--- src/tlviu_pkg.sv ---
package tlviu_pkg;
  localparam int CLK_MHZ = 50;
  // Machine cycle length in ns, then rounded up to clk cycles
  localparam int MCYC_NS = 240;
  localparam int MCYC_CLKS = (MCYC_NS * CLK_MHZ + 999) / 1000;
  localparam logic [3:0] SAMPLE_PHASE_CNT = 4'(MCYC_CLKS - 1);
  // Register offsets
  localparam logic [3:0] ADDR_TIMER_CTRL = 4'h0;
  localparam logic [3:0] ADDR_SERIAL_CTRL = 4'h1;
  localparam logic [3:0] ADDR_INT_ENABLE = 4'h2;
  localparam logic [3:0] ADDR_PRIO_SELECT = 4'h3;
  localparam logic [3:0] ADDR_STATUS = 4'h4;
  // Timer control, serial control and enable field positions
  localparam int TC_EXT0_EDGE = 0;
  localparam int TC_EXT0_FLAG = 1;
  localparam int TC_EXT1_EDGE = 2;
  localparam int TC_EXT1_FLAG = 3;
  localparam int TC_TMR0_FLAG = 5;
  localparam int TC_TMR1_FLAG = 7;
  localparam int SC_RX_FLAG = 0;
  localparam int SC_TX_FLAG = 1;
  localparam int IE_GLOBAL = 7;
  localparam logic [7:0] RESET_VAL = 8'h00;
  // Source indices, in poll order
  localparam int SRC_EXT0 = 0;
  localparam int SRC_TMR0 = 1;
  localparam int SRC_EXT1 = 2;
  localparam int SRC_TMR1 = 3;
  localparam int SRC_SER = 4;
  localparam int NSRC = 5;
  localparam logic [15:0] VEC_RESET = 16'h0000;
  localparam logic [15:0] VEC_EXT0 = 16'h0003;
  localparam logic [15:0] VEC_TMR0 = 16'h000b;
  localparam logic [15:0] VEC_EXT1 = 16'h0013;
  localparam logic [15:0] VEC_TMR1 = 16'h001b;
  localparam logic [15:0] VEC_SER = 16'h0023;
  // Forced call length in machine cycles
  localparam logic [1:0] CALL_MCYCLES = 2'h2;
endpackage

--- src/tlviu_req_if.sv ---
`timescale 1ns/10ps
interface tlviu_req_if;
  logic [4:0] pend;
  logic [4:0] high;
  logic valid;
  logic [2:0] src;
  logic is_high;
  modport arb (input pend, input high, output valid, output src, output is_high);
  modport top (output pend, output high, input valid, input src, input is_high);
endinterface

--- src/tlviu_top.sv ---
`timescale 1ns/10ps
module tlviu_top (
  // Clock and reset
  input wire logic clk,
  input wire logic rst_n,
  // Register port
  input wire logic [3:0] reg_addr,
  input wire logic [7:0] reg_wdata,
  input wire logic reg_wr,
  input wire logic reg_rd,
  output logic [7:0] reg_rdata,
  // Request pins
  input wire logic ext_request_pin_0,
  input wire logic ext_request_pin_1,
  // Timer and serial events
  input wire logic timer0_overflow,
  input wire logic timer1_overflow,
  input wire logic receive_done,
  input wire logic transmit_done,
  // Core sequencer
  input wire logic core_last_cycle,
  input wire logic core_return_from_isr,
  input wire logic core_return_sub,
  input wire logic core_pc_stack_ack,
  output logic sample_phase,
  output logic forced_vector_call,
  output logic [15:0] vector_addr,
  output logic push_pc,
  output logic save_psw,
  output logic pop_pc,
  output logic [1:0] active_levels
);
  import tlviu_pkg::*;

  typedef enum logic [2:0] {
    TLVIU_IDLE = 3'b001,
    TLVIU_CALL1 = 3'b010,
    TLVIU_CALL2 = 3'b100
  } tlviu_state_e;

  tlviu_state_e state;
  tlviu_state_e next_state;
  logic [3:0] phase_cnt;
  logic poll_en;
  logic [7:0] timer_control_reg;
  logic [7:0] serial_control_reg;
  logic [7:0] interrupt_enable_reg;
  logic [7:0] priority_select_reg;
  logic pin0_lvl;
  logic pin1_lvl;
  logic pin0_prev;
  logic pin1_prev;
  logic [4:0] latched;
  logic hold_one;
  logic ie_wr_seen;
  logic [2:0] call_src;
  logic call_high;
  logic accept;
  logic [4:0] clr_mask;
  tlviu_req_if req ();

  function automatic logic [15:0] vec_of(input logic [2:0] s);
    unique case (s)
      3'(SRC_EXT0): vec_of = VEC_EXT0;
      3'(SRC_TMR0): vec_of = VEC_TMR0;
      3'(SRC_EXT1): vec_of = VEC_EXT1;
      3'(SRC_TMR1): vec_of = VEC_TMR1;
      default: vec_of = VEC_SER;
    endcase
  endfunction

  tlviu_pin_sync u_sync0 (
    .clk(clk),
    .rst_n(rst_n),
    .pin(ext_request_pin_0),
    .level(pin0_lvl)
  );
  tlviu_pin_sync u_sync1 (
    .clk(clk),
    .rst_n(rst_n),
    .pin(ext_request_pin_1),
    .level(pin1_lvl)
  );
  tlviu_poll_arb u_arb (
    .req(req.arb)
  );

  // Machine cycle divider; one enable pulse per cycle
  always_ff @(posedge clk or negedge rst_n) begin
    if (!rst_n) begin
      phase_cnt <= 4'h0;
      sample_phase <= 1'b0;
    end else begin
      phase_cnt <= (phase_cnt == SAMPLE_PHASE_CNT) ? 4'h0 : phase_cnt + 4'h1;
      sample_phase <= (phase_cnt == SAMPLE_PHASE_CNT - 4'h1);
    end
  end
  assign poll_en = sample_phase;

  always_comb begin
    clr_mask = 5'h00;
    if (accept) begin
      unique case (req.src)
        3'(SRC_EXT0): clr_mask[SRC_EXT0] = timer_control_reg[TC_EXT0_EDGE];
        3'(SRC_TMR0): clr_mask[SRC_TMR0] = 1'b1;
        3'(SRC_EXT1): clr_mask[SRC_EXT1] = timer_control_reg[TC_EXT1_EDGE];
        3'(SRC_TMR1): clr_mask[SRC_TMR1] = 1'b1;
        default: clr_mask = 5'h00;
      endcase
    end
  end

  // Timer control: hardware sets win over software writes
  always_ff @(posedge clk or negedge rst_n) begin
    if (!rst_n) begin
      timer_control_reg <= RESET_VAL;
      pin0_prev <= 1'b1;
      pin1_prev <= 1'b1;
    end else begin
      if (reg_wr && reg_addr == ADDR_TIMER_CTRL) begin
        timer_control_reg <= reg_wdata;
      end
      if (clr_mask[SRC_EXT0]) begin
        timer_control_reg[TC_EXT0_FLAG] <= 1'b0;
      end
      if (clr_mask[SRC_EXT1]) begin
        timer_control_reg[TC_EXT1_FLAG] <= 1'b0;
      end
      if (clr_mask[SRC_TMR0]) begin
        timer_control_reg[TC_TMR0_FLAG] <= 1'b0;
      end
      if (clr_mask[SRC_TMR1]) begin
        timer_control_reg[TC_TMR1_FLAG] <= 1'b0;
      end
      if (timer0_overflow) begin
        timer_control_reg[TC_TMR0_FLAG] <= 1'b1;
      end
      if (timer1_overflow) begin
        timer_control_reg[TC_TMR1_FLAG] <= 1'b1;
      end
      if (sample_phase) begin
        pin0_prev <= pin0_lvl;
        pin1_prev <= pin1_lvl;
        if (!timer_control_reg[TC_EXT0_EDGE]) begin
          timer_control_reg[TC_EXT0_FLAG] <= ~pin0_lvl;
        end else if (pin0_prev && !pin0_lvl) begin
          timer_control_reg[TC_EXT0_FLAG] <= 1'b1;
        end
        if (!timer_control_reg[TC_EXT1_EDGE]) begin
          timer_control_reg[TC_EXT1_FLAG] <= ~pin1_lvl;
        end else if (pin1_prev && !pin1_lvl) begin
          timer_control_reg[TC_EXT1_FLAG] <= 1'b1;
        end
      end
    end
  end

  // Serial flags; never cleared by the vector call
  always_ff @(posedge clk or negedge rst_n) begin
    if (!rst_n) begin
      serial_control_reg <= RESET_VAL;
    end else begin
      if (reg_wr && reg_addr == ADDR_SERIAL_CTRL) begin
        serial_control_reg <= reg_wdata;
      end
      if (receive_done) begin
        serial_control_reg[SC_RX_FLAG] <= 1'b1;
      end
      if (transmit_done) begin
        serial_control_reg[SC_TX_FLAG] <= 1'b1;
      end
    end
  end

  // Enable and priority registers
  always_ff @(posedge clk or negedge rst_n) begin
    if (!rst_n) begin
      interrupt_enable_reg <= RESET_VAL;
      priority_select_reg <= RESET_VAL;
    end else if (reg_wr) begin
      if (reg_addr == ADDR_INT_ENABLE) begin
        interrupt_enable_reg <= reg_wdata;
      end
      if (reg_addr == ADDR_PRIO_SELECT) begin
        priority_select_reg <= reg_wdata;
      end
    end
  end

  // flags seen by poll are last sample-phase values
  // fixed flag bits snapshot at sample phase
  always_ff @(posedge clk or negedge rst_n) begin
    if (!rst_n) begin
      latched <= 5'h00;
    end else if (sample_phase) begin
      latched[SRC_EXT0] <= timer_control_reg[TC_EXT0_FLAG];
      latched[SRC_TMR0] <= timer_control_reg[TC_TMR0_FLAG];
      latched[SRC_EXT1] <= timer_control_reg[TC_EXT1_FLAG];
      latched[SRC_TMR1] <= timer_control_reg[TC_TMR1_FLAG];
      latched[SRC_SER] <= serial_control_reg[SC_RX_FLAG] | serial_control_reg[SC_TX_FLAG];
    end
  end

  // isr return or enable writes hold off one instruction
  always_ff @(posedge clk or negedge rst_n) begin
    if (!rst_n) begin
      ie_wr_seen <= 1'b0;
      hold_one <= 1'b0;
    end else begin
      if (reg_wr && (reg_addr == ADDR_INT_ENABLE || reg_addr == ADDR_PRIO_SELECT)) begin
        ie_wr_seen <= 1'b1;
      end
      if (core_last_cycle && poll_en) begin
        hold_one <= ie_wr_seen || core_return_from_isr;
        ie_wr_seen <= 1'b0;
      end
    end
  end

  assign req.pend = interrupt_enable_reg[IE_GLOBAL] ? (latched & interrupt_enable_reg[4:0])
    : 5'h00;
  assign req.high = priority_select_reg[4:0];

  // same or higher level blocks; fresh each poll
  always_comb begin
    accept = 1'b0;
    if (poll_en && state != TLVIU_CALL1 && req.valid && core_last_cycle) begin
      accept = !hold_one && !core_return_from_isr && !ie_wr_seen && !active_levels[1]
        && (req.is_high || !active_levels[0]);
    end
  end

  // two-cycle call; polled again at its end
  always_comb begin
    next_state = state;
    unique case (state)
      TLVIU_IDLE: if (accept) next_state = TLVIU_CALL1;
      TLVIU_CALL1: if (poll_en) next_state = TLVIU_CALL2;
      TLVIU_CALL2: if (poll_en) next_state = accept ? TLVIU_CALL1 : TLVIU_IDLE;
      default: next_state = TLVIU_IDLE;
    endcase
  end

  always_ff @(posedge clk or negedge rst_n) begin
    if (!rst_n) begin
      state <= TLVIU_IDLE;
      call_src <= 3'h0;
      call_high <= 1'b0;
    end else begin
      state <= next_state;
      if (accept) begin
        call_src <= req.src;
        call_high <= req.is_high;
      end
    end
  end

  // push PC only, status word not saved
  always_ff @(posedge clk or negedge rst_n) begin
    if (!rst_n) begin
      forced_vector_call <= 1'b0;
      vector_addr <= VEC_RESET;
      push_pc <= 1'b0;
      save_psw <= 1'b0;
      pop_pc <= 1'b0;
    end else begin
      forced_vector_call <= accept;
      push_pc <= accept;
      save_psw <= 1'b0;
      pop_pc <= (core_return_from_isr || core_return_sub) && core_last_cycle && poll_en;
      if (accept) begin
        vector_addr <= vec_of(req.src);
      end
    end
  end

  always_ff @(posedge clk or negedge rst_n) begin
    if (!rst_n) begin
      active_levels <= 2'b00;
    end else if (accept) begin
      active_levels[req.is_high ? 1 : 0] <= 1'b1;
    end else if (core_return_from_isr && core_last_cycle && poll_en) begin
      if (active_levels[1]) begin
        active_levels[1] <= 1'b0;
      end else begin
        active_levels[0] <= 1'b0;
      end
    end
  end

  // Register read port
  always_ff @(posedge clk or negedge rst_n) begin
    if (!rst_n) begin
      reg_rdata <= 8'h00;
    end else if (reg_rd) begin
      unique case (reg_addr)
        ADDR_TIMER_CTRL: reg_rdata <= timer_control_reg;
        ADDR_SERIAL_CTRL: reg_rdata <= serial_control_reg;
        ADDR_INT_ENABLE: reg_rdata <= interrupt_enable_reg;
        ADDR_PRIO_SELECT: reg_rdata <= priority_select_reg;
        ADDR_STATUS: reg_rdata <= {call_high, call_src, 2'b00, active_levels};
        default: reg_rdata <= 8'h00;
      endcase
    end
  end
endmodule

--- src/tlviu_pin_sync.sv ---
`timescale 1ns/10ps
module tlviu_pin_sync (
  // Clock and reset
  input wire logic clk,
  input wire logic rst_n,
  // Pin and settled level
  input wire logic pin,
  output logic level
);
  logic s1;
  logic s2;
  logic s3;
  // Three stages; a change counts only once stages two and three agree
  always_ff @(posedge clk or negedge rst_n) begin
    if (!rst_n) begin
      s1 <= 1'b1;
      s2 <= 1'b1;
      s3 <= 1'b1;
    end else begin
      s1 <= pin;
      s2 <= s1;
      s3 <= s2;
    end
  end
  always_ff @(posedge clk or negedge rst_n) begin
    if (!rst_n) begin
      level <= 1'b1;
    end else if (s2 == s3) begin
      level <= s3;
    end
  end
endmodule

--- src/tlviu_poll_arb.sv ---
`timescale 1ns/10ps
module tlviu_poll_arb (
  // Request view
  tlviu_req_if.arb req
);
  import tlviu_pkg::*;
  logic [4:0] hi_req;
  logic [4:0] pick;
  // Fixed poll order within a level, lowest index first
  function automatic logic [2:0] first_set(input logic [4:0] v);
    first_set = 3'h0;
    for (int i = NSRC - 1; i >= 0; i--) begin
      if (v[i]) begin
        first_set = 3'(i);
      end
    end
  endfunction
  always_comb begin
    hi_req = req.pend & req.high;
    pick = (hi_req != 5'h00) ? hi_req : req.pend;
    req.valid = (req.pend != 5'h00);
    req.is_high = (hi_req != 5'h00);
    req.src = first_set(pick);
  end
endmodule

--- config.mk ---
export PLATFORM = sky130hd
export DESIGN_NAME = tlviu_top
export DESIGN_NICKNAME = d
export VERILOG_FILES = /design/src/tlviu_pkg.sv /design/src/tlviu_req_if.sv /design/src/tlviu_top.sv /design/src/tlviu_pin_sync.sv /design/src/tlviu_poll_arb.sv
export SDC_FILE = /design/constraint.sdc
export NUM_CORES = 1
export LEC_CHECK = 0
export BUFFER_PORTS_ARGS = -buffer_cell sky130_fd_sc_hd__clkbuf_2
export CORE_ASPECT_RATIO = 0.75
export CORE_MARGIN = 2
export CORE_UTILIZATION = 47
export CTS_CLUSTER_SIZE = 8
export DETAILED_ROUTE_END_ITERATION = 10
export HOLD_SLACK_MARGIN = 0.02
export PLACE_DENSITY = 0.68
export SLEW_MARGIN = 15
export SYNTH_ARGS = -nofsm -noshare
export SYNTH_HDL_FRONTEND = slang
export SYNTH_HIERARCHICAL = 1
export SYNTH_SLANG_ARGS = --single-unit
--- constraint.sdc ---
create_clock -name clk -period 3.2 [get_ports clk]
set_clock_uncertainty 0.15 [all_clocks]
set_input_delay 0.64 -clock clk [delete_from_list [all_inputs] [get_ports clk]]
set_output_delay 0.64 -clock clk [all_outputs]
set_load 0.01 [all_outputs]
==> reports/summary.txt, run 1 <==
Hold Path Depth -> 0
CTS clock-pin slew for the worst setup and hold paths -> 0.08 ns
post-synthesis register bit count -> 77
Hold-fix buffers, CTS -> 0
max_cap viols -> 0
die width -> 105 µm
setup tns final -> 0 ns
first-pass GRT wire length -> 12800 µm
outcome -> finished, final reports clean
most frequent cells after synthesis -> 66 x dfrtp_1, 33 x mux2_2, 21 x nand2_1
Async SR Flop Fraction -> 100%
Worst Tran Pin Value -> 0.963 ns
die area -> 8380 µm²
share of post-route cells with drive strength above 1 -> 33.4%
H-tree levels -> 3
CTS tree -> done
DRT Pass-1 Iters -> 4
Synth cell types -> 53
n_diodes -> 0
worst-skew pair later-pin latency -> 0.35 ns
fmax -> 355 MHz
Routed WL -> 7690 µm
DR vias -> 2480
Crit path max-delay family -> simple AND/OR/NAND/NOR gates
CTS Buf Count -> 9
worst endpoint required time -> 3.34 ns
M2 GR Usage -> 30.8%
DR DRC count -> 0
Finished Core Util -> 56.1%
Final ANT Viol Nets -> 0
Area Growth Syn to Fin -> 15.4%
total track usage -> 20.3%
routed vias/inst -> 5.39
Routed WL per cell -> 16.7 µm
Post-synth EDFFs -> 0
endpoints failing setup -> 0
crit path max fanout -> 17
Final #Nets -> 382
cell taking the most area after synthesis -> dfrtp_1
CTS Root Cell -> clkbuf_8
GRT Max-Usage Layer -> met2
Initial Util -> 48.7%
core box area -> 7400 µm²
Peak VDD IR -> 0.323 mV
Worst Hold Class -> reg -> reg
RSZ-0062 raised after global routing -> no
initial antenna violation count -> 0
Die H -> 79.8 µm
largest stage delay on the critical path -> 0.57 ns
GR Util met3 -> 5.71%
clk sinks -> 77
Setup Buffers After CTS -> 0
post-route clock period utilization -> 88.1%
Period minus WS final -> 2.82 ns
Levels on crit path -> 8
largest net degree at the start of global routing -> 78
top-count cell post-synth -> dfrtp_1
Slowest-stage cell, CP -> or4_1
R2R depth -> 8
hold slack -> 0.208 ns
Buf/Inv on CP -> 1
crit path DAT -> 2.96 ns
post-CTS sizing -> 0
GPL Wtd Cong -> 0.838
met1 Use GR -> 29.0%
initial DRC count -> 160
Top FF cell, synth -> dfrtp_1
Max-slew headroom -> 35.8%
grt ovf -> 0
LEAKAGE -> 1.94 nW
Synth top area share -> 45.9%
Pwr Density -> 598 nW/µm²
CP endpoint kind -> register
post-synthesis sequential area ratio -> 53.9%
Design Area, Final -> 4150 µm²
Placed Area -> 3890 µm²
final hold vios -> 0
Post-Syn Area -> 3600 µm²
synth warn -> 6
Top Ports -> 57
vias in the first global route -> 2411
Gate Count Post-Synth -> 306
final-report max-slew violation count -> 0
critical path startpoint category -> register
worst-path cell chain -> and3_1 > nor4_1 > nand2b_1 > or3b_1 > or4_1 > buf_4 > nor4b_1 > or3_1
DP HPWL -> 5230 µm
Area contributors post-synth -> dfrtp_1 46%, mux2_2 10%, dfstp_2 8.0%
post-synthesis average cell area -> 11.8 µm²
num rows -> 27
clk buf depth -> 2
PortBufs -> 43
critical path class -> reg -> reg
## logic make-up after synthesis
group                    Yosys count  share of synthesized area (%)
AO/OA/AOI/OAI                     53                           9.98
AND/OR/NAND/NOR                   80                           12.7
buffers and inverters             38                           5.53
adder cells (fa/ha/maj)            4                           1.32
flip-flops                        77                           53.9
other                              1                          0.104
multiplexers                      51                           16.0
XOR/XNOR                           2                          0.487
## final cells by class
cell class                 instances  area (µm²)
fill                             651        3240
sequential                        77        1940
timing repair buffer              51         278
tap                              101         126
clock buffer                      13         169
inverter                          13        48.8
clock inverter                     3        90.1
multi-input combinational        202        1500
## worst reg2reg max path: stages, from the launching register on
cell,delay [ns]
dfrtp_1,0.45
and3_1,0.30
nor4_1,0.11
nand2b_1,0.11
or3b_1,0.36
or4_1,0.57
buf_4,0.23
nor4b_1,0.32
or3_1,0.16
## stage by stage
step,setup slack [ns],power [mW],std cells
detailed placement,0.405,1.56,444
floorplan,0.627,1.45,317
global placement,0.464,1.54,444
finish,0.380,2.48,460
global route,0.189,2.60,460
CTS,0.382,2.51,460
## per-layer routing
layer  part of all wire (%)  wire length (µm)
met1                     48              3730
met4                   0.88                68
met2                     44              3400
met5                      0                 0
met3                    6.3               488
## power by group
| part | switching (mW) | total (mW) | internal [mW] |
|---|---|---|---|
| Combinational | 0.188 | 0.372 | 0.184 |
| Sequential | 0.0841 | 1.18 | 1.09 |
| Clock | 0.352 | 0.935 | 0.583 |
## placed cells by master, fill, tap and decap left out, types with 2 or more instances in the layout
| cell | n |
|---|---|
| or3_1 | 3 |
| a22o_4 | 2 |
| dfrtp_1 | 66 |
| nand2_1 | 21 |
| o21ai_0 | 8 |
| or3b_1 | 2 |
| nand3b_1 | 2 |
| o21bai_1 | 2 |
| inv_1 | 13 |
| a211o_1 | 2 |
| ha_1 | 2 |
| clkbuf_2 | 42 |
| mux4_2 | 2 |
| and3_1 | 6 |
| o22ai_1 | 13 |
| clkbuf_8 | 12 |
| mux2_2 | 33 |
| mux2i_1 | 16 |
| nor3b_1 | 2 |
| nor4b_1 | 4 |
| buf_4 | 9 |
| nor3_1 | 2 |
| o211a_1 | 2 |
| a21oi_1 | 12 |
| nand2b_1 | 5 |
| dfstp_2 | 11 |
| conb_1 | 12 |
| nand3_1 | 4 |
| a31oi_1 | 2 |
| nor2_1 | 13 |
| maj3_2 | 2 |
| nor4_1 | 4 |
| bufinv_16 | 3 |
| o31ai_1 | 2 |
| nor2b_1 | 4 |
## path summary, 6_finish.rpt
kind | start | endpoint | slack (ns)
worst min register to register | u_sync1/s1$_DFF_PN1_ | u_sync1/s2$_DFF_PN1_ | 0.21
worst max register to register | interrupt_enable_reg[7]$_DFFE_PN0P_ | state[1]$_DFFE_PN0P_ | 0.38
worst min-delay path | u_sync1/s1$_DFF_PN1_ | u_sync1/s2$_DFF_PN1_ | 0.21
min in group asynchronous | rst_n | timer_control_reg[0]$_DFFE_PN0N_ | 0.29
max in group asynchronous | rst_n | serial_control_reg[7]$_DFFE_PN0P_ | 1.98
worst max-delay path | interrupt_enable_reg[7]$_DFFE_PN0P_ | state[1]$_DFFE_PN0P_ | 0.38
No activity file was read; power rests on OpenSTA's default activity.
==> run 2, diff against run 1 <==
- BUFFER_PORTS_ARGS: -buffer_cell sky130_fd_sc_hd__clkbuf_2 -> not set
- DONT_BUFFER_PORTS: not set -> 1
- PLACE_DENSITY: 0.68 -> 0.58
==> run 2 against run 1 <==
Net effect:
- the run now ends with hold timing left
- hold slack worse by 0.21 ns
- power down 15%
- design area down 7.4%
- routed wire length down 4.4%
- sequential share of layout area up 3.7 points
- combinational power down 12%
- largest cell class unchanged
- largest power group unchanged
- highest routed layer unchanged
==> reports/summary.txt, run 2 (same netlist as run 1, synthesis figures left out) <==
Max-slew headroom -> 59.6%
fmax -> 341 MHz
Worst Setup SP -> interrupt_enable_reg[7]$_DFFE_PN0P_
Pwr Density -> 552 nW/µm²
worst-skew pair later-pin latency -> 0.35 ns
die width -> 105 µm
Final ANT Viol Nets -> 0
crit path max fanout -> 8
endpoints failing setup -> 0
PortBufs -> 0
Period minus WS final -> 2.94 ns
Worst Hold Class -> in -> async
largest net degree at the start of global routing -> 78
initial DRC count -> 125
Initial Util -> 48.7%
first-pass GRT wire length -> 12200 µm
most common cell after layout, fill and taps aside -> dfrtp_1
total track usage -> 19.2%
clk buf depth -> 2
largest stage delay on the critical path -> 0.70 ns
critical path startpoint category -> register
clk sinks -> 77
DR DRC count -> 0
final-report max-slew violation count -> 0
H-tree levels -> 3
worst endpoint required time -> 3.27 ns
grt ovf -> 0
most frequent CP cell -> nor4_1
setup tns final -> 0 ns
initial antenna violation count -> 0
most frequent cells in the layout -> 66 x dfrtp_1, 33 x mux2_2, 21 x nand2_1, 16 x mux2i_1
Peak VDD IR -> 0.318 mV
flop2flop setup slack -> 0.26 ns
max_cap viols -> 0
RSZ-0062 raised after global routing -> no
sequential share of power -> 55.8%
GPL Wtd Cong -> 0.798
Routed WL per cell -> 17.7 µm
Slowest-stage cell, CP -> or4_1
DR vias -> 2313
worst-path cell chain -> and3_1 > nor4_1 > nand2b_1 > or3b_1 > or4_1 > nor4_1 > o31ai_1
hold slack -> -0.00571 ns
n_diodes -> 0
Worst Tran Pin Value -> 0.605 ns
Clk pwr share -> 28.7%
CP endpoint kind -> register
Die H -> 79.8 µm
share of post-route cells with drive strength above 1 -> 23.2%
Routed WL -> 7350 µm
Comb power frac -> 15.5%
DRT Pass-1 Iters -> 4
CTS tree -> done
post-route clock period utilization -> 91.8%
Area Growth Syn to Fin -> 6.85%
Top Ports -> 57
Final #Nets -> 338
Pwr Total -> 2.12 mW
DP HPWL -> 5140 µm
final hold vios -> 2
num rows -> 27
CTS Root Cell -> clkbuf_8
switching share of power -> 27.2%
Net Sw Power -> 0.577 mW
CTS clock-pin slew for the worst setup and hold paths -> 0.08 ns
LEAKAGE -> 1.70 nW
vias in the first global route -> 2258
CTS Buf Count -> 9
r2r endpoint -> timer_control_reg[1]$_DFF_PN0_
critical path class -> reg -> reg
die area -> 8380 µm²
outcome -> finished with violations
Setup Buffers After CTS -> 0
R2R depth -> 7
routed vias/inst -> 5.56
R2R Path Start -> interrupt_enable_reg[7]$_DFFE_PN0P_
crit path DAT -> 3.00 ns
failing checks -> hold timing
internal cell power -> 1.54 mW
layout filler cell count -> 660
core box area -> 7400 µm²
## run 2: worst max-delay path by stage
stage                                          end  slack [ns]  cells after the start
finish              timer_control_reg[1]$_DFF_PN0_        0.26                      7
global route        timer_control_reg[1]$_DFF_PN0_        0.14                      7
CTS                 timer_control_reg[3]$_DFF_PN0_        0.29                      7
detailed placement  timer_control_reg[3]$_DFF_PN0_        0.31                      7
global placement    timer_control_reg[3]$_DFF_PN0_        0.33                      7
floorplan           timer_control_reg[3]$_DFF_PN0_        0.63                      8
## run 2: stage by stage
stage	std cells	cell area (µm²)	utilization, %	setup WS, ns	hold slack, ns
global placement	399	3660	49.5	0.332	0.196
finish	416	3850	52.0	0.264	-0.00571
floorplan	317	3640	-	0.627	0.194
CTS	416	3850	52.0	0.291	0.0330
global route	416	3850	52.0	0.139	0.0357
detailed placement	399	3660	49.5	0.311	0.196
## run 2: power by group through the flow
| stage | logic (mW) | clock network, mW | registers [mW] |
|---|---|---|---|
| after floorplan | 0.276 | 0 | 1.17 |
| after global placement | 0.298 | 0 | 1.20 |
| after detailed placement | 0.306 | 0 | 1.20 |
| after CTS | 0.331 | 0.636 | 1.18 |
| after global routing | 0.370 | 0.673 | 1.20 |
| final | 0.328 | 0.610 | 1.18 |
## run 2: routing by layer
layer | GRT usage, % | routed length, µm | vias up
met5 | 0 | 0 | -
met1 | 27.9 | 3600 | 1143
met3 | 5.22 | 519 | 10
met2 | 27.7 | 3150 | 78
met4 | 6.80 | 76 | 0
li1 | - | - | 1082
## run 2: what timing repair did
| action | in CTS | in global routing |
|---|---|---|
| hold endpoints to repair | 77 | 0 |
| hold buffers | 1 | 0 |
| gates resized for setup | 0 | 0 |
## run 2: layout make-up
class | count | area, µm² | area share (%)
timing repair buffer | 7 | 72.6 | 1.89
clock buffer | 13 | 139 | 3.61
sequential | 77 | 1940 | 50.5
clock inverter | 3 | 17.5 | 0.455
inverter | 13 | 48.8 | 1.27
tap | 101 | 126 | 3.29
multi-input combinational | 202 | 1500 | 39.0
## run 2: worst max-delay path: cells and delay by family (launching register included)
family,cells,cell delay (ns)
AO/OA/AOI/OAI,1,0.13
flip-flops,1,0.45
AND/OR/NAND/NOR,6,2.07
